`config.mk`:
```
export PLATFORM = sky130hd
export DESIGN_NAME = rsq_sequencer
export DESIGN_NICKNAME = d
export VERILOG_FILES = /design/src/logic/rsq_pkg.sv /design/src/logic/rsq_sync.sv /design/src/logic/rsq_sequencer.sv
export SDC_FILE = /design/constraint.sdc
export NUM_CORES = 1
export LEC_CHECK = 0
export BUFFER_PORTS_ARGS = -buffer_cell sky130_fd_sc_hd__buf_2
export CELL_PAD_IN_SITES_DETAIL_PLACEMENT = 0
export CELL_PAD_IN_SITES_GLOBAL_PLACEMENT = 1
export CORE_ASPECT_RATIO = 1.75
export CORE_UTILIZATION = 38
export DETAILED_ROUTE_END_ITERATION = 16
export GPL_ROUTABILITY_DRIVEN = 0
export PLACE_DENSITY = 0.84
export SETUP_SLACK_MARGIN = 0.3
export SLEW_MARGIN = 10
export SYNTH_ARGS = -nofsm -noshare
export SYNTH_HDL_FRONTEND = slang
export SYNTH_SLANG_ARGS = --single-unit
```
`constraint.sdc`:
```
create_clock -name sys_clk -period 2.05 [get_ports sys_clk]
set_input_delay 0.3075 -clock sys_clk [delete_from_list [all_inputs] [get_ports sys_clk]]
set_output_delay 0.3075 -clock sys_clk [all_outputs]
set_load 0.005 [all_outputs]
```
`src/logic/rsq_pkg.sv`:
```
// package: timing constants and enumerations for the reset/suspend sequencer
package rsq_pkg;
  // ---------------------------------------------------------------
  // timing
  // ---------------------------------------------------------------
  localparam int unsigned CLK_PERIOD_NS    = 10;
  localparam int unsigned CPU_RST_DELAY_MS = 1;
  localparam int unsigned CPU_RST_DELAY_CYC =
    (CPU_RST_DELAY_MS * 1000000) / CLK_PERIOD_NS;
  localparam int unsigned STRAP_HOLD_CYC   = 4;
  localparam int unsigned BREQ_LEAD_CYC    = 2;
  localparam int unsigned BREQ_TAIL_CYC    = 2;
  localparam int unsigned STRAP_FLOAT_CYC  = 4;
  // ---------------------------------------------------------------
  // reset values
  // ---------------------------------------------------------------
  localparam logic        CPU_RST_ACTIVE   = 1'h1;
  localparam logic [1:0]  STRAP_RST_VAL    = 2'h0;

  typedef enum logic [1:0] {
    RSQ_WAKE_COLD,
    RSQ_WAKE_STR,
    RSQ_WAKE_POS
  } rsq_wake_t;
endpackage : rsq_pkg

```
`src/logic/rsq_sync.sv`:
```
// three-stage synchroniser that reports a change once stages two and three agree
module rsq_sync #(
  parameter logic RST_VAL = 1'h0
) (
  // clock and reset
  input  wire logic sys_clk,
  input  wire logic rst_b,
  // data
  input  wire logic async_in,
  output logic      sync_out
);
  logic s1_ff, s2_ff, s3_ff, out_ff;
  logic nxt_out;

  always_comb begin
    nxt_out = out_ff;
    if (s2_ff == s3_ff) begin
      nxt_out = s3_ff;
    end
  end

  always_ff @(posedge sys_clk) begin
    if (!rst_b) begin
      s1_ff  <= RST_VAL;
      s2_ff  <= RST_VAL;
      s3_ff  <= RST_VAL;
      out_ff <= RST_VAL;
    end else begin
      s1_ff  <= async_in;
      s2_ff  <= s1_ff;
      s3_ff  <= s2_ff;
      out_ff <= nxt_out;
    end
  end

  assign sync_out = out_ff;
endmodule : rsq_sync

```
`src/logic/rsq_sequencer.sv`:
```
// reset and suspend pin sequencer for the host-side controller
module rsq_sequencer #(
  parameter int unsigned CPU_RST_DELAY = rsq_pkg::CPU_RST_DELAY_CYC,
  parameter int unsigned NUM_RGPIO     = 6
) (
  // clock and reset
  input  wire logic                 sys_clk,
  input  wire logic                 rst_b,
  // reset and suspend pins
  input  wire logic                 pci_bus_reset_b,
  input  wire logic                 resume_well_reset_b,
  input  wire logic                 suspend_status_out_b,
  input  wire logic                 suspend_to_ram,
  input  wire logic                 pos_cpu_reset_en,
  input  wire logic                 suspend_active,
  output logic                      cpu_reset_out_b,
  // strap sources
  input  wire logic [1:0]           mem_addr_lines,
  input  wire logic [3:0]           bus_ratio,
  // processor strap pins
  output logic                      queue_depth_strap_pin_o,
  output logic                      queue_depth_strap_pin_oe,
  output logic                      quick_start_strap_pin_o,
  output logic                      quick_start_strap_pin_oe,
  output logic                      bus_request_zero_b_o,
  output logic                      bus_request_zero_oe,
  // bus ratio pins
  output logic                      addr_bit20_mask_b,
  output logic                      ignore_numeric_error_b,
  output logic                      cpu_nmi,
  output logic                      cpu_int_request,
  output logic                      ratio_drive_en,
  // output enable control
  input  wire logic                 func_out_en,
  output logic                      reg_out_en,
  output logic                      comb_out_en,
  output logic                      strap_float,
  output logic                      host_out_en,
  output logic                      host_in_isolate,
  // resume-well gpio
  input  wire logic [NUM_RGPIO-1:0] rgpio_sel_gpio,
  output logic [NUM_RGPIO-1:0]      rgpio_gpio_mode,
  // sdram control
  output logic                      sdram_cke,
  output logic                      sdram_ras_b,
  output logic                      sdram_cas_b
);
  // ---------------------------------------------------------------
  // synchronisers
  // ---------------------------------------------------------------
  logic pci_rst_b_s, rsm_rst_b_s, suspend_status_out_b_s, susp_s, str_s;

  rsq_sync #(.RST_VAL(1'h0)) u_pci (.sys_clk(sys_clk), .rst_b(rst_b),
    .async_in(pci_bus_reset_b), .sync_out(pci_rst_b_s));
  rsq_sync #(.RST_VAL(1'h0)) u_rsm (.sys_clk(sys_clk), .rst_b(rst_b),
    .async_in(resume_well_reset_b), .sync_out(rsm_rst_b_s));
  rsq_sync #(.RST_VAL(1'h0)) u_sus (.sys_clk(sys_clk), .rst_b(rst_b),
    .async_in(suspend_status_out_b), .sync_out(suspend_status_out_b_s));
  rsq_sync #(.RST_VAL(1'h0)) u_spd (.sys_clk(sys_clk), .rst_b(rst_b),
    .async_in(suspend_active), .sync_out(susp_s));
  rsq_sync #(.RST_VAL(1'h0)) u_str (.sys_clk(sys_clk), .rst_b(rst_b),
    .async_in(suspend_to_ram), .sync_out(str_s));

  // ---------------------------------------------------------------
  // cpu reset timing
  // ---------------------------------------------------------------
  localparam int unsigned CW = $clog2(CPU_RST_DELAY + 1);
  localparam logic [CW-1:0] DLY = CW'(CPU_RST_DELAY);
  localparam logic [CW-1:0] LEAD = CW'(rsq_pkg::BREQ_LEAD_CYC);

  logic [CW-1:0] cnt_ff, nxt_cnt;
  logic          cpu_rst_ff, nxt_cpu_rst;
  logic          arm_ff, nxt_arm;
  logic          sus_prev_ff, pci_prev_ff;
  logic          pos_wake_ff, nxt_pos_wake;
  logic [2:0]    post_ff, nxt_post;
  logic          breq_ff, nxt_breq;

  always_comb begin
    nxt_cnt      = cnt_ff;
    nxt_cpu_rst  = cpu_rst_ff;
    nxt_arm      = arm_ff;
    nxt_pos_wake = pos_wake_ff;
    nxt_post     = post_ff;
    nxt_breq     = 1'h0;
    // pos resume without a pci reset: timing starts at status release
    if (susp_s && pci_rst_b_s && pos_cpu_reset_en && !str_s) begin
      nxt_pos_wake = 1'h1;
      nxt_cpu_rst  = rsq_pkg::CPU_RST_ACTIVE;
    end
    if (!pci_rst_b_s) begin
      nxt_cpu_rst = rsq_pkg::CPU_RST_ACTIVE;
      nxt_arm     = 1'h0;
      nxt_cnt     = '0;
      nxt_pos_wake = 1'h0;
    end else if (!pci_prev_ff) begin
      nxt_arm = 1'h1;
      nxt_cnt = DLY;
    end else if (pos_wake_ff && suspend_status_out_b_s && !sus_prev_ff) begin
      nxt_arm      = 1'h1;
      nxt_cnt      = DLY;
      nxt_pos_wake = 1'h0;
    end else if (arm_ff && !pos_wake_ff) begin
      if (cnt_ff <= CW'(1)) begin
        nxt_cpu_rst = 1'h0;
        nxt_arm     = 1'h0;
        nxt_post    = 3'(rsq_pkg::STRAP_HOLD_CYC);
      end else begin
        nxt_cnt = cnt_ff - CW'(1);
      end
      // bus request goes low two clocks before release
      nxt_breq = (cnt_ff <= LEAD + CW'(1));
    end
    if (post_ff != 3'h0 && !nxt_cpu_rst) begin
      nxt_post = post_ff - 3'h1;
      // the release clock already carries the first tail clock
      if (post_ff > 3'(rsq_pkg::STRAP_HOLD_CYC - rsq_pkg::BREQ_TAIL_CYC + 1))
      begin
        nxt_breq = 1'h1;
      end
    end
    if (!pci_rst_b_s || susp_s) begin
      nxt_breq = 1'h0;
    end
  end

  always_ff @(posedge sys_clk) begin
    if (!rst_b) begin
      cnt_ff      <= '0;
      cpu_rst_ff  <= rsq_pkg::CPU_RST_ACTIVE;
      arm_ff      <= 1'h0;
      sus_prev_ff <= 1'h0;
      pci_prev_ff <= 1'h0;
      pos_wake_ff <= 1'h0;
      post_ff     <= 3'h0;
      breq_ff     <= 1'h0;
    end else begin
      cnt_ff      <= nxt_cnt;
      cpu_rst_ff  <= nxt_cpu_rst;
      arm_ff      <= nxt_arm;
      sus_prev_ff <= suspend_status_out_b_s;
      pci_prev_ff <= pci_rst_b_s;
      pos_wake_ff <= nxt_pos_wake;
      post_ff     <= nxt_post;
      breq_ff     <= nxt_breq;
    end
  end

  // ---------------------------------------------------------------
  // pin drive
  // ---------------------------------------------------------------
  logic [1:0] strap_ff, nxt_strap;
  logic       float_ff, nxt_float;
  logic [3:0] ratio_ff, nxt_ratio;
  logic [2:0] fl_ff, nxt_fl;
  logic       oe_ff, nxt_oe;
  logic       sr_ff, nxt_sr;
  logic [NUM_RGPIO-1:0] rg_ff, nxt_rg;

  always_comb begin
    nxt_strap = cpu_rst_ff ? mem_addr_lines : strap_ff;
    nxt_ratio = bus_ratio;
    nxt_oe    = pci_rst_b_s && func_out_en;
    nxt_fl    = fl_ff;
    if (!pci_rst_b_s || cpu_rst_ff) begin
      nxt_fl = 3'(rsq_pkg::STRAP_FLOAT_CYC);
    end else if (fl_ff != 3'h0) begin
      nxt_fl = fl_ff - 3'h1;
    end
    nxt_float = (nxt_fl != 3'h0);
    // enter self refresh once per suspend, cke held low until exit
    nxt_sr = susp_s;
    nxt_rg = rg_ff;
    if (!rsm_rst_b_s) begin
      nxt_rg = '0;
    end else if (pci_rst_b_s) begin
      nxt_rg = rgpio_sel_gpio;
    end
  end

  always_ff @(posedge sys_clk) begin
    if (!rst_b) begin
      strap_ff <= rsq_pkg::STRAP_RST_VAL;
      ratio_ff <= 4'h0;
      oe_ff    <= 1'h0;
      fl_ff    <= 3'(rsq_pkg::STRAP_FLOAT_CYC);
      float_ff <= 1'h1;
      sr_ff    <= 1'h0;
      rg_ff    <= '0;
    end else begin
      strap_ff <= nxt_strap;
      ratio_ff <= nxt_ratio;
      oe_ff    <= nxt_oe;
      fl_ff    <= nxt_fl;
      float_ff <= nxt_float;
      sr_ff    <= nxt_sr;
      rg_ff    <= nxt_rg;
    end
  end

  // strap pins are host signals, so suspend takes them off the bus too
  logic strap_drv;
  assign strap_drv = (cpu_rst_ff || post_ff != 3'h0) && !susp_s;

  assign cpu_reset_out_b          = !cpu_rst_ff;
  assign queue_depth_strap_pin_o  = strap_ff[0];
  assign quick_start_strap_pin_o  = strap_ff[1];
  assign queue_depth_strap_pin_oe = strap_drv;
  assign quick_start_strap_pin_oe = strap_drv;
  assign bus_request_zero_b_o     = 1'h0;
  assign bus_request_zero_oe      = breq_ff;
  assign ratio_drive_en           = cpu_rst_ff && !susp_s;
  assign addr_bit20_mask_b        = ratio_ff[0];
  assign ignore_numeric_error_b   = ratio_ff[1];
  assign cpu_nmi                  = ratio_ff[2];
  assign cpu_int_request          = ratio_ff[3];
  assign reg_out_en               = oe_ff;
  // raw pin path: no synchroniser delay when pci reset drops this enable
  assign comb_out_en = pci_bus_reset_b && oe_ff;
  assign strap_float     = float_ff;
  assign host_out_en     = !susp_s;
  assign host_in_isolate = susp_s;
  assign rgpio_gpio_mode = rg_ff;
  assign sdram_cke   = !sr_ff;
  assign sdram_ras_b = !(susp_s && !sr_ff) && !sr_ff;
  assign sdram_cas_b = !(susp_s && !sr_ff) && !sr_ff;
endmodule : rsq_sequencer

```
Word level (Yosys, flattened, before mapping)
Index checks and enable logic that the tools add are counted.
{"block": "word_totals", "out_inout_bits": 26, "input_bits": 21, "elab_cells": 126, "register_bits": 64}
{"block": "classes", "n_reduce_logical": 40, "magnitude_cmp": 3, "mux": 31, "n_addsub": 3, "n_bitwise": 4, "eq_ne": 9}
{"op": "$mux 17", "n": 4}
{"op": "$mux 3", "n": 8}
{"op": "$mux 1", "n": 19}
{"op": "$le 17x1->1 const B", "n": 1}
{"op": "$le 17x2->1 const B", "n": 1}
{"op": "$sub 17x1->17 const B", "n": 1}
{"op": "$logic_and 1x1->1", "n": 13}
{"op": "$reduce_and 2->1", "n": 5}
{"op": "$logic_not 1->1", "n": 9}
{"op": "$reduce_bool 3->1", "n": 3}
{"op": "$reduce_bool 2->1", "n": 4}
{"op": "$ne 3x1->1 const B", "n": 2}
{"op": "$sub 3x1->3 const B", "n": 2}
{"op": "$eq 1x1->1", "n": 5}
{"op": "$reduce_and 5->1", "n": 1}
{"op": "$not 1->1", "n": 4}
{"op": "$reduce_or 4->1", "n": 1}
{"op": "$gt 3x2->1 const B", "n": 1}
{"op": "$logic_or 1x1->1", "n": 3}
{"op": "$ne 3x3->1 const B", "n": 1}
{"op": "$ne 2x1->1 const B", "n": 1}
{"op": "$reduce_or 2->1", "n": 1}

Depth between registers and ports, before layout
Gate-level depths: netlist of run 1.
{"block": "logic_depth", "depth_word": 13, "ltp_mapped": 7, "depth_no_buf": 6}

By module
A second synthesis of run 1 with hierarchy kept.
{"block": "hier_totals", "hier_cells": 276, "area_unflattened_um2": 2640.0}
{"module": "rsq_sequencer", "area_each_um2": 2058.2, "n_inst": 1, "seq_area_each_um2": 880.8, "cells_per_inst": 226}
{"module": "rsq_sync", "area_each_um2": 116.4, "n_inst": 5, "seq_area_each_um2": 80.1, "cells_per_inst": 10}

Least setup slack after synthesis of run 1
No wires, ideal clock.
{"block": "synth_timing", "path_type": "register to register", "start": "reg cnt_ff[10]", "end": "reg cnt_ff[15]", "period_less_slack_ns": 1.955, "t_required_ns": 1.976, "n_path_buf": 0, "path_stages_with_launch": 5, "setup_time_ns": 0.074, "arrival_ns": 1.881, "slack_ns": 0.095, "cell_sequence": "dfxtp_1 or4_4 or4_4 or4_1 a31oi_1"}
{"block": "synth_via", "elab_chain_cells": 5, "word_cells_on_any_way": 8, "cone_classes": "1 x add/sub; 1 x order compare; 1 x eq/ne; 4 x mux; 1 x reduce/logical"}
{"item": "from (decl)", "line_no": "rsq_sequencer.sv:71", "text": "logic [CW-1:0] cnt_ff, nxt_cnt;"}
{"item": "from (signal assigned)", "line_no": "rsq_sequencer.sv:138", "text": "cnt_ff <= nxt_cnt;"}
{"item": "$sub 17x1->17", "line_no": "rsq_sequencer.sv:109", "text": "nxt_cnt = cnt_ff - CW'(1);"}
{"item": "$mux 17", "line_no": "rsq_sequencer.sv:104", "text": "if (cnt_ff <= CW'(1)) begin"}
{"item": "$mux 17", "line_no": "rsq_sequencer.sv:103", "text": "end else if (arm_ff && !pos_wake_ff) begin"}
{"item": "$mux 17", "line_no": "rsq_sequencer.sv:99", "text": "end else if (pos_wake_ff && suspend_status_out_b_s && !sus_prev_ff) begin"}
{"item": "$mux 17", "line_no": "rsq_sequencer.sv:96", "text": "end else if (!pci_prev_ff) begin"}
Several ways; a longest one is shown, not always the timed one. The select of a mux whose other input is x is not followed.
A chain may end at the register's enable or synchronous reset.

Final worst setup path of run 1
{"block": "layout_timing", "start": "reg cnt_ff[7]", "end": "reg cnt_ff[15]"}
Same word-level chain as after synthesis.

==> parameters.txt, run 1 <==
Parameter                              Value

Yosys
  Average cell area after synthesis    9.20 sq um
  Instance count of the mapped netlist    about 290
  Net Count, Synth    about 320
  Post-synth EDFFs    0
  Synth cell types    48
  Fraction of the yosys area taken by sequential cells    a little under half
  Share of synthesized flip-flops with an asynchronous set or reset    0%
  Post-synthesis cell area    roughly 2700 sq um
  Most frequently used flop master after synthesis    sky130_fd_sc_hd__dfxtp_1
  Yosys reg bits    64
  Number of warning messages in the yosys log    0

Cells and area
  Number of diodes added for antenna fixing    0
  Final Instance Area    roughly 3600 sq um
  Most common library cell in the layout ignoring fill and taps    sky130_fd_sc_hd__dfxtp_1
  Filler Cell Count    619
  Layout net count    389
  Most frequent cells in the layout    sky130_fd_sc_hd__dfxtp_1 (57), sky130_fd_sc_hd__buf_2 (45), sky130_fd_sc_hd__nor2_1 (24)
  Ratio of cells with drive above 1 in the final layout    between 30% and 40%
  Area added between synthesis and finish    33.8%

Routing
  Detailed-routing iteration count for the pre-antenna-repair pass    4
  Vias per std cell    5.16
  Detailed-route wire length    6.03 mm
  Antenna viol nets, final    0
  Via count    between 2000 and 2500
  Routed length per placed instance    ~13 um
  Residual DRC    0
  Initial DRC Count    between 90 and 100

Floorplan
  Die Footprint    roughly 7400 sq um
  I/O pin total    47
  Die W    65.6 um
  Starting Density    39.2%
  Placement row count    40
  Placeable core area    about 7000 sq um
  Height of the chip    about 110 um

Setup path
  Element type at the critical path end    flop
  Critical path fanouts, max    5
  Worst Path Class, Setup    flop to flop
  Arrival time worst endpoint    ~2.2 ns
  Worst path max stage delay    0.58 ns
  Data required time of the critical path    2.30 ns
  Cells along the critical path    or4_4, or4_4, or4_4, a31oi_1
  Delay-heaviest family, CP    simple AND/OR/NAND/NOR gates
  Cell occurring most often along the worst timing path    sky130_fd_sc_hd__or4_4
  CP Buf/Inv Count    0
  Kind of start point of the critical path    flop
  Slowest cell on the critical path    sky130_fd_sc_hd__or4_4

Timing
  Max Clk Rate    about 500 MHz
  RSZ-0062 raised after global routing    true
  Final hold viol count    0
  Setup violators final    0
  Pin slew with the least headroom to its limit    0.577 ns
  Final count of pins violating max slew    0
  Final worst path period share    between 90% and 100%
  Worst slew margin relative to its limit    about three fifths
  Post-Route Hold Slack    0.185 ns
  Worst-case clock skew    a little over 0.004 ns
  Post-layout minimum cycle time    slightly below 2 ns

Place
  Cell area after placement    around 3100 sq um
  Port Buffer Count    45
  Detail Placement HPWL    around 4.3 mm

Global route
  Via count of the first global-routing pass    between 2000 and 2500
  Overall global routing resource usage    a little under a fifth
  Antenna violations before repair    0
  Wire length of the first global-routing pass    a little under 10 mm
  Pin count of the biggest net entering global routing    27
  Aggregate global routing overflow    0

Run status
  Result of the run    finished, final reports clean

Clock network
  Clock latency reported for the late side of the worst-skew pair    around 0.33 ns
  CTS HTree Levels    3
  Maximum buffer depth of the clock tree    2
  Total CTS buffers    9
  Num Clock Sinks    64
  Clock input transition at the sequential cells of the worst setup and hold paths    around 0.050 ns
  Clk Tree Root Cell    sky130_fd_sc_hd__clkbuf_16
  CTS Hold Bufs    0
  TritonCTS clock tree    built

Power and ir drop
  Leakage dissipation    1.51 nW
  Peak VDD IR    approximately 0.00065 V
  Power density normalized to cell area    between 700 and 800 nW/um^2

Job
  Number of max-capacitance violations reported    0

Hold path
  Type of the most critical hold path    primary input to flop
## area by class of cell
| cell class | count | area [sq um] | share of cell area, % |
|---|---|---|---|
| clock buffers | 14 | 274 | 7.62 |
| inverters | 17 | 66.3 | 1.84 |
| multi-input cells | 198 | 1430 | 39.8 |
| repair buffers | 69 | 417 | 11.6 |
| well taps | 84 | 105 | 2.92 |
| flip-flops and latches | 64 | 1290 | 35.9 |
| clock inverters | 2 | 12.5 | 0.348 |
## power by group
group	leakage, nW	switching, mW	internal, mW	total, mW
logic	0.852	0.0277	0.0325	0.0602
registers	0.524	0.00616	1.26	1.27
clock network	0.139	0.513	0.915	1.43
## routing by layer
metal  GRT usage (%)  part of all wire, %  wire length (um)
met4            13.9                  4.3               261
met2            31.6                   53              3220
met1            16.3                   38              2300
met5               0                    0                 0
met3            6.45                  4.2               255
## worst paths after layout
kind,from,slack (ns),end,cells after the start
worst max-delay path,cnt_ff[7],0.06,cnt_ff[15],4
worst min-delay path,bus_ratio[2],0.19,ratio_ff[2],2
worst max register to register,cnt_ff[7],0.06,cnt_ff[15],4
worst min register to register,u_rsm.s1_ff,0.43,u_rsm.s2_ff,1
## repair_timing
| action | CTS | global route |
|---|---|---|
| setup buffers | 3 | 2 |
| resized for setup | 9 | 25 |
| endpoints found under the setup margin | 17 | 21 |
| pin swaps | 5 | 6 |
## logic make-up (layout without fill, tap and decap cells)
family                   count (synthesis)  in the layout  synth area share, %
multiplexers                            13             13                 4.84
adder cells (fa/ha/maj)                  9              9                 4.19
AND/OR/NAND/NOR                        123            123                 25.5
other                                    1              1                0.140
flip-flops                              64             64                 47.7
XOR/XNOR                                 1              1                0.326
AO/OA/AOI/OAI                           51             51                 12.4
buffers and inverters                   30            102                 4.93
## Yosys cell counts, types with 2 or more instances
library cell,n,area share (%)
sky130_fd_sc_hd__a22o_1,2,0.65
sky130_fd_sc_hd__or2_2,2,0.47
sky130_fd_sc_hd__o31ai_1,6,1.7
sky130_fd_sc_hd__nor3_1,6,1.1
sky130_fd_sc_hd__inv_1,17,2.4
sky130_fd_sc_hd__nand2b_1,5,1.2
sky130_fd_sc_hd__or4_4,3,1.3
sky130_fd_sc_hd__and4_1,2,0.65
sky130_fd_sc_hd__mux2i_1,13,4.8
sky130_fd_sc_hd__nand3_1,7,1.3
sky130_fd_sc_hd__nor2b_1,2,0.47
sky130_fd_sc_hd__a21oi_1,14,2.6
sky130_fd_sc_hd__nor2_1,24,3.4
sky130_fd_sc_hd__or3_1,3,0.70
sky130_fd_sc_hd__o32ai_1,2,0.65
sky130_fd_sc_hd__nand4_1,2,0.47
sky130_fd_sc_hd__nor4_1,7,1.6
sky130_fd_sc_hd__clkbuf_1,7,0.98
sky130_fd_sc_hd__nand2_1,21,2.9
sky130_fd_sc_hd__o21ai_0,10,1.9
sky130_fd_sc_hd__and2_1,22,5.1
sky130_fd_sc_hd__ha_1,9,4.2
sky130_fd_sc_hd__a31oi_1,6,1.4
sky130_fd_sc_hd__buf_4,3,0.84
sky130_fd_sc_hd__nand3b_1,5,1.4
sky130_fd_sc_hd__or4_1,7,2.0
sky130_fd_sc_hd__dfxtp_1,64,48
## flip-flops by register name, summed over array words and instances, names as in the netlist, 2 cells and up
register,cells
strap_ff,2
post_ff,3
ratio_ff,4
rgpio_gpio_mode,6
fl_ff,3
cnt_ff,17
## through the flow
step                utilization [%]  setup WS, ns  power, mW  setup TNS (ns)  instances
global placement               45.7        0.0594       1.35               0        427
CTS                            50.8        0.0620       2.81               0        446
detailed placement             45.7        0.0474       1.35               0        427
finish                         52.5        0.0646       2.76               0        448
global route                   52.5      -0.00269       2.86        -0.00269        448
floorplan                         -         0.114       1.32               0        292
Note: power is estimated with default switching activity, not from simulation.
==> inputs of run 2 (changes only) <==
Settings changed: CORE_UTILIZATION 38 to 45, PLACE_DENSITY 0.84 to 0.93.
Clock period 2.05 ns to 2.3 ns, I/O delays scaled along.
==> parameters.txt, run 2 (same netlist as run 1, synthesis figures left out) <==
Parameter                              Value

Clock network
  Num Clock Sinks    64 (unchanged)
  CTS HTree Levels    3 (unchanged)
  Clk Tree Root Cell    sky130_fd_sc_hd__clkbuf_8
  Maximum buffer depth of the clock tree    2 (unchanged)
  TritonCTS clock tree    built
  CTS Hold Bufs    0 (unchanged)
  Clock latency reported for the late side of the worst-skew pair    0.34 ns (about the same)
  Total CTS buffers    9 (unchanged)
  Clock input transition at the sequential cells of the worst setup and hold paths    0.07 ns (+0.02 ns)

Setup path
  Worst reg-to-reg path cell count    4 (unchanged)
  Critical path fanouts, max    6 (+1)
  Worst Path Class, Setup    flop to flop
  Reg2reg end    cnt_ff[15]
  Arrival time worst endpoint    2.27 ns (+0.03 ns)
  Kind of start point of the critical path    flop
  Element type at the critical path end    flop
  Worst reg2reg setup slack    0.31 ns (+0.24 ns)
  Data required time of the critical path    2.57 ns (+0.27 ns)
  FF-to-FF Start    cnt_ff[10]

Timing
  Worst-case clock skew    0.00609 ns (+0.00195 ns)
  Post-Route Hold Slack    0.208 ns (+0.0232 ns)
  Post-layout minimum cycle time    1.99 ns (+0.00867 ns)
  Final hold viol count    0 (unchanged)
  RSZ-0062 raised after global routing    true
  Final count of pins violating max slew    0 (unchanged)
  Final worst path period share    86.7% (-10 points)
  Sum of negative setup slack    0 ns (unchanged)
  Setup violators final    0 (unchanged)
  Pin slew with the least headroom to its limit    0.528 ns (-0.0486 ns)
  Final critical-path setup slack    0.306 ns (+0.241 ns)
  Worst slew margin relative to its limit    64.5% (+3.1 points)
  Max Clk Rate    501 MHz (-0.43%)

Place
  Post-placement cell count    411 (-3.7%)
  Detail Placement HPWL    4.16 mm (-4.2%)
  Port Buffer Count    45 (unchanged)
  Pre-CTS setup slack    0.264 ns (+0.217 ns)
  Cell area after placement    3020 sq um (-3.5%)

Floorplan
  I/O pin total    47 (unchanged)
  Placeable core area    5680 sq um (-17%)
  Height of the chip    104 um (-8.0%)
  Placement row count    36 (-10%)
  Die Footprint    6300 sq um (-15%)
  Starting Density    47.4% (+8.2 points)
  Die W    60.4 um (-7.9%)

Global route
  Antenna violations before repair    0 (unchanged)
  Pin count of the biggest net entering global routing    28 (+3.7%)
  Aggregate global routing overflow    0 (unchanged)
  Via count of the first global-routing pass    2193 (-2.9%)
  Wire length of the first global-routing pass    9.27 mm (-5.4%)
  Overall global routing resource usage    19.7% (+1.7 points)

Cells and area
  Post-route core utilization    57.3% (+4.9 points)
  Largest register FFs    17 (unchanged)
  Final Non-Filler Cells    427 (-4.7%)
  Filler Cell Count    536 (-13%)
  Number of diodes added for antenna fixing    0 (unchanged)
  Most frequent cells in the layout    sky130_fd_sc_hd__dfxtp_1 (61), sky130_fd_sc_hd__buf_2 (45), sky130_fd_sc_hd__nor2_1 (24)
  Largest register by flop count    cnt_ff
  Final Instance Area    3250 sq um (-9.5%)
  Layout net count    376 (-3.3%)
  Ratio of cells with drive above 1 in the final layout    23.6% (-8.8 points)
  Area added between synthesis and finish    21.1%
  Most common library cell in the layout ignoring fill and taps    sky130_fd_sc_hd__dfxtp_1

Routing
  Routed length per placed instance    13.3 um (-1.4%)
  Uppermost signal routing layer after detailed routing    met4
  Sum of met3 wire segment lengths after detailed routing    218 um (-15%)
  Initial DRC Count    129 (+36%)
  Vias per std cell    5.31 (+3.0%)
  Via count    2268 (-1.9%)
  Detailed-routing iteration count for the pre-antenna-repair pass    4 (unchanged)
  Residual DRC    0 (unchanged)
  Detailed-route wire length    5.67 mm (-6.0%)
  Met2 Wirelength    2.99 mm (-7.1%)
  Routed metal-1 wire length    2.27 mm (-1.3%)
  Antenna viol nets, final    0 (unchanged)

Hold path
  Hold Crit Endpoint    u_sus.s1_ff
  Number of stages on the worst hold path    2 (unchanged)
  Type of the most critical hold path    primary input to flop
  Origin of the worst min-delay path    suspend_status_out_b

Power and ir drop
  Design internal power    1.79 mW (-19%)
  Clock network power share    47.4% (-4.4 points)
  Power density normalized to cell area    690 nW/um^2 (-10%)
  Share of power burned in combinational logic    2.3% (about the same)
  Switching part of the total    20.3% (+0.51 points)
  Leakage dissipation    1.39 nW (-8.2%)
  Psw    457 uW (-16%)
  Part of the power in registers    50.3% (+4.3 points)
  Peak VDD IR    0.000632 V (-2.4%)
  Power consumption    2.25 mW (-19%)

Job
  Number of max-capacitance violations reported    0 (unchanged)

Run status
  Result of the run    finished, final reports clean
run 2: cell types whose count changed in the layout (fill, tap and decap cells not counted), sizes merged:
cell | previous run | this run
buf | 69 | 56
bufinv | 0 | 2
clkbuf | 14 | 11
clkinvlp | 1 | 2
run 2: power groups by stage:
stage / clock (mW) / sequential, mW / combinational [mW]
2_1_floorplan: 0 / 1.16 / 0.0245
3_3_place_gp: 0 / 1.16 / 0.0502
3_5_place_dp: 0 / 1.16 / 0.0520
4_1_cts: 1.09 / 1.13 / 0.0524
5_1_grt: 1.14 / 1.13 / 0.0567
6_report: 1.06 / 1.13 / 0.0518
run 2: critical path, cell delays in order (launching register included):
cell and delay (ns):
sky130_fd_sc_hd__dfxtp_4 0.36, sky130_fd_sc_hd__or4_4 0.54, sky130_fd_sc_hd__or4_4 0.49, sky130_fd_sc_hd__or4_1 0.40
sky130_fd_sc_hd__a31oi_1 0.13
run 2: worst max-delay path by stage:
stage	start	endpoint	slack [ns]	depth (start not counted)
floorplan	cnt_ff[10]	cnt_ff[15]	0.34	4
global placement	cnt_ff[0]	cnt_ff[15]	0.28	4
detailed placement	cnt_ff[0]	cnt_ff[15]	0.26	4
CTS	cnt_ff[10]	cnt_ff[15]	0.29	4
global route	cnt_ff[10]	cnt_ff[15]	0.26	4
finish	cnt_ff[10]	cnt_ff[15]	0.31	4
run 2: what timing repair did:
item / 4_1_cts / 5_1_grt
endpoints found under the setup margin: 4 / 8
hold endpoints to repair: 0 / 0
resized for setup: 4 / 4
setup buffers: 0 / 0
pin swaps: 0 / 1
run 2: cell type report:
type / instances / area, sq um / area share (%)
flip-flops and latches: 64 / 1290 / 39.6
repair buffers: 56 / 308 / 9.46
well taps: 76 / 95.1 / 2.92
multi-input cells: 198 / 1280 / 39.3
clock buffers: 11 / 141 / 4.34
clock inverters: 5 / 80.1 / 2.46
inverters: 17 / 63.8 / 1.96
run 2: layer usage:
| layer | vias up | global-route usage, % |
|---|---|---|
| li1 | 1134 | - |
| met1 | 1050 | 18.8 |
| met5 | - | 0 |
| met4 | 0 | 12.2 |
| met3 | 20 | 6.22 |
| met2 | 64 | 34.5 |
==> inputs of run 3 (changes only) <==
Settings changed: CELL_PAD_IN_SITES_DETAIL_PLACEMENT 0 to 1.
==> parameters.txt, run 3 (same netlist as run 1, synthesis figures left out) <==
Parameter                              Value

Cells and area
  Largest register FFs    17 (unchanged)
  Layout net count    379 (+0.80%)
  Area added between synthesis and finish    21.9%
  Ratio of cells with drive above 1 in the final layout    26.3% (+2.6 points)
  Number of diodes added for antenna fixing    0 (unchanged)
  Filler Cell Count    682 (+27%)
  Multi-input gate area    1300 sq um (+1.9%)
  Most frequent cells in the layout    sky130_fd_sc_hd__dfxtp_1 (59), sky130_fd_sc_hd__buf_2 (45), sky130_fd_sc_hd__nor2_1 (24)
  Largest register by flop count    cnt_ff
  Most common library cell in the layout ignoring fill and taps    sky130_fd_sc_hd__dfxtp_1
  Seq. cell area    1290 sq um (+0.39%)

Setup path
  Data required time of the critical path    2.58 ns (about the same)
  Arrival time worst endpoint    2.25 ns (-0.02 ns)
  Delay-heaviest family, CP    simple AND/OR/NAND/NOR gates
  Critical path fanouts, max    8 (+2)
  Cells along the critical path    or4_4, or4_4, or4_1, a31oi_1
  WP depth    4 (unchanged)
  Worst reg-to-reg path cell count    4 (unchanged)
  Element type at the critical path end    flop
  Worst path max stage delay    0.58 ns (+0.04 ns)
  CP Buf/Inv Count    0 (unchanged)
  Kind of start point of the critical path    flop
  Slowest cell on the critical path    sky130_fd_sc_hd__or4_4
  Worst Path Class, Setup    flop to flop
  Cell occurring most often along the worst timing path    sky130_fd_sc_hd__or4_4
  Worst reg2reg setup slack    0.33 ns (+0.03 ns)

Clock network
  TritonCTS clock tree    built
  Clk Tree Root Cell    sky130_fd_sc_hd__clkbuf_8
  Num Clock Sinks    64 (unchanged)
  Clock latency reported for the late side of the worst-skew pair    0.35 ns (about the same)
  CTS HTree Levels    3 (unchanged)
  Total CTS buffers    9 (unchanged)
  CTS Hold Bufs    0 (unchanged)
  Clock input transition at the sequential cells of the worst setup and hold paths    0.07 ns (about the same)
  Maximum buffer depth of the clock tree    2 (unchanged)

Place
  Port Buffer Count    45 (unchanged)
  Pre-CTS setup slack    0.229 ns (-0.0356 ns)
  Detail Placement HPWL    5.12 mm (+23%)

Routing
  Residual DRC    0 (unchanged)
  Routed length per placed instance    17.8 um (+34%)
  Initial DRC Count    95 (-26%)
  Via count    2421 (+6.7%)
  Vias per std cell    5.63 (+6.0%)
  Detailed-routing iteration count for the pre-antenna-repair pass    4 (unchanged)
  Detailed-route wire length    7.67 mm (+35%)
  Antenna viol nets, final    0 (unchanged)

Hold path
  Number of stages on the worst hold path    2 (unchanged)
  Type of the most critical hold path    primary input to flop

Power and ir drop
  Psw    497 uW (+8.7%)
  Power density normalized to cell area    641 nW/um^2 (-7.1%)
  Share of power burned in combinational logic    2.6% (+0.3 points)
  Leakage dissipation    1.40 nW (+0.49%)
  Clock network power share    43.6% (-3.8 points)
  Switching part of the total    23.6% (+3.3 points)
  Design internal power    1.60 mW (-10%)
  Part of the power in registers    53.8% (+3.5 points)
  Peak VDD IR    0.000458 V (-28%)

Floorplan
  Die Footprint    6300 sq um (unchanged)
  Placeable core area    5680 sq um (unchanged)
  Placement row count    36 (unchanged)
  Height of the chip    104 um (unchanged)
  Die W    60.4 um (unchanged)
  I/O pin total    47 (unchanged)
  Starting Density    47.4% (unchanged)

Job
  Number of max-capacitance violations reported    0 (unchanged)

Timing
  Final critical-path setup slack    0.334 ns (+0.0279 ns)
  Max Clk Rate    509 MHz (+1.4%)
  Worst-case clock skew    0.00737 ns (+0.00128 ns)
  Post-layout minimum cycle time    1.97 ns (-0.0279 ns)
  Final worst path period share    85.5% (-1.2 points)
  Final hold viol count    0 (unchanged)
  RSZ-0062 raised after global routing    true
  Sum of negative setup slack    0 ns (unchanged)
  Setup violators final    0 (unchanged)
  Final count of pins violating max slew    0 (unchanged)

Global route
  Wire length of the first global-routing pass    12.8 mm (+38%)
  Pin count of the biggest net entering global routing    28 (unchanged)
  Antenna violations before repair    0 (unchanged)
  Overall global routing resource usage    27.6% (+7.9 points)
  Via count of the first global-routing pass    2629 (+20%)
  Aggregate global routing overflow    0 (unchanged)

Run status
  Result of the run    finished, final reports clean
## run 3: worst register-to-register path, cell delays in order (launching register included)
cell and delay (ns):
sky130_fd_sc_hd__dfxtp_2 0.35, sky130_fd_sc_hd__or4_4 0.58, sky130_fd_sc_hd__or4_4 0.43, sky130_fd_sc_hd__or4_1 0.41, sky130_fd_sc_hd__a31oi_1 0.13
## run 3: area by class of cell
type                            instances  share of cell area, %
Timing Repair Buffer                   59                   10.1
Multi-Input combinational cell        198                   39.7
Clock buffer                           11                   4.62
Tap cell                               76                   2.90
Sequential cell                        64                   39.4
Clock inverter                          5                   1.26
Inverter                               17                   1.95
## run 3: what timing repair did
item                       CTS  global route
pin swaps                    1             1
gates resized for setup      6             9
setup buffers                0             3
setup endpoints to repair    8            13
## run 3: per-layer routing
metal / up-vias / share of wire (%) / wire (um) / GRT usage (%)
li1: 1139 / - / - / -
met1: 1190 / 36 / 2750 / 27.4
met2: 68 / 56 / 4280 / 48.4
met3: 24 / 4.4 / 338 / 8.46
met4: 0 / 3.9 / 297 / 14.8
met5: - / 0 / 0 / 0
## run 3: power groups by stage
stage	registers, mW	logic [mW]	clock network, mW
after global placement	1.16	0.0502	0
final	1.13	0.0550	0.916
after detailed placement	1.16	0.0535	0
after floorplan	1.16	0.0245	0
after global routing	1.13	0.0600	0.988
after CTS	1.13	0.0554	0.937
## run 3: per-stage QoR
step                      cells  area (sq um)  total power, mW  util (%)  hold slack [ns]
after floorplan             292          2690             1.18         -            0.412
after global placement      411          3020             1.21      53.2            0.415
after detailed placement    411          3020             1.21      53.2            0.427
after CTS                   427          3230             2.12      56.8            0.183
after global routing        430          3280             2.18      57.7            0.174
final                       430          3280             2.10      57.7            0.197
## run 3: path summary, 6_finish.rpt
path                                            from     endpoint
worst max-delay path                       cnt_ff[5]   cnt_ff[15]
worst min-delay path            suspend_status_out_b  u_sus.s1_ff
worst max register to register             cnt_ff[5]   cnt_ff[15]
worst min register to register           u_sus.s1_ff  u_sus.s2_ff
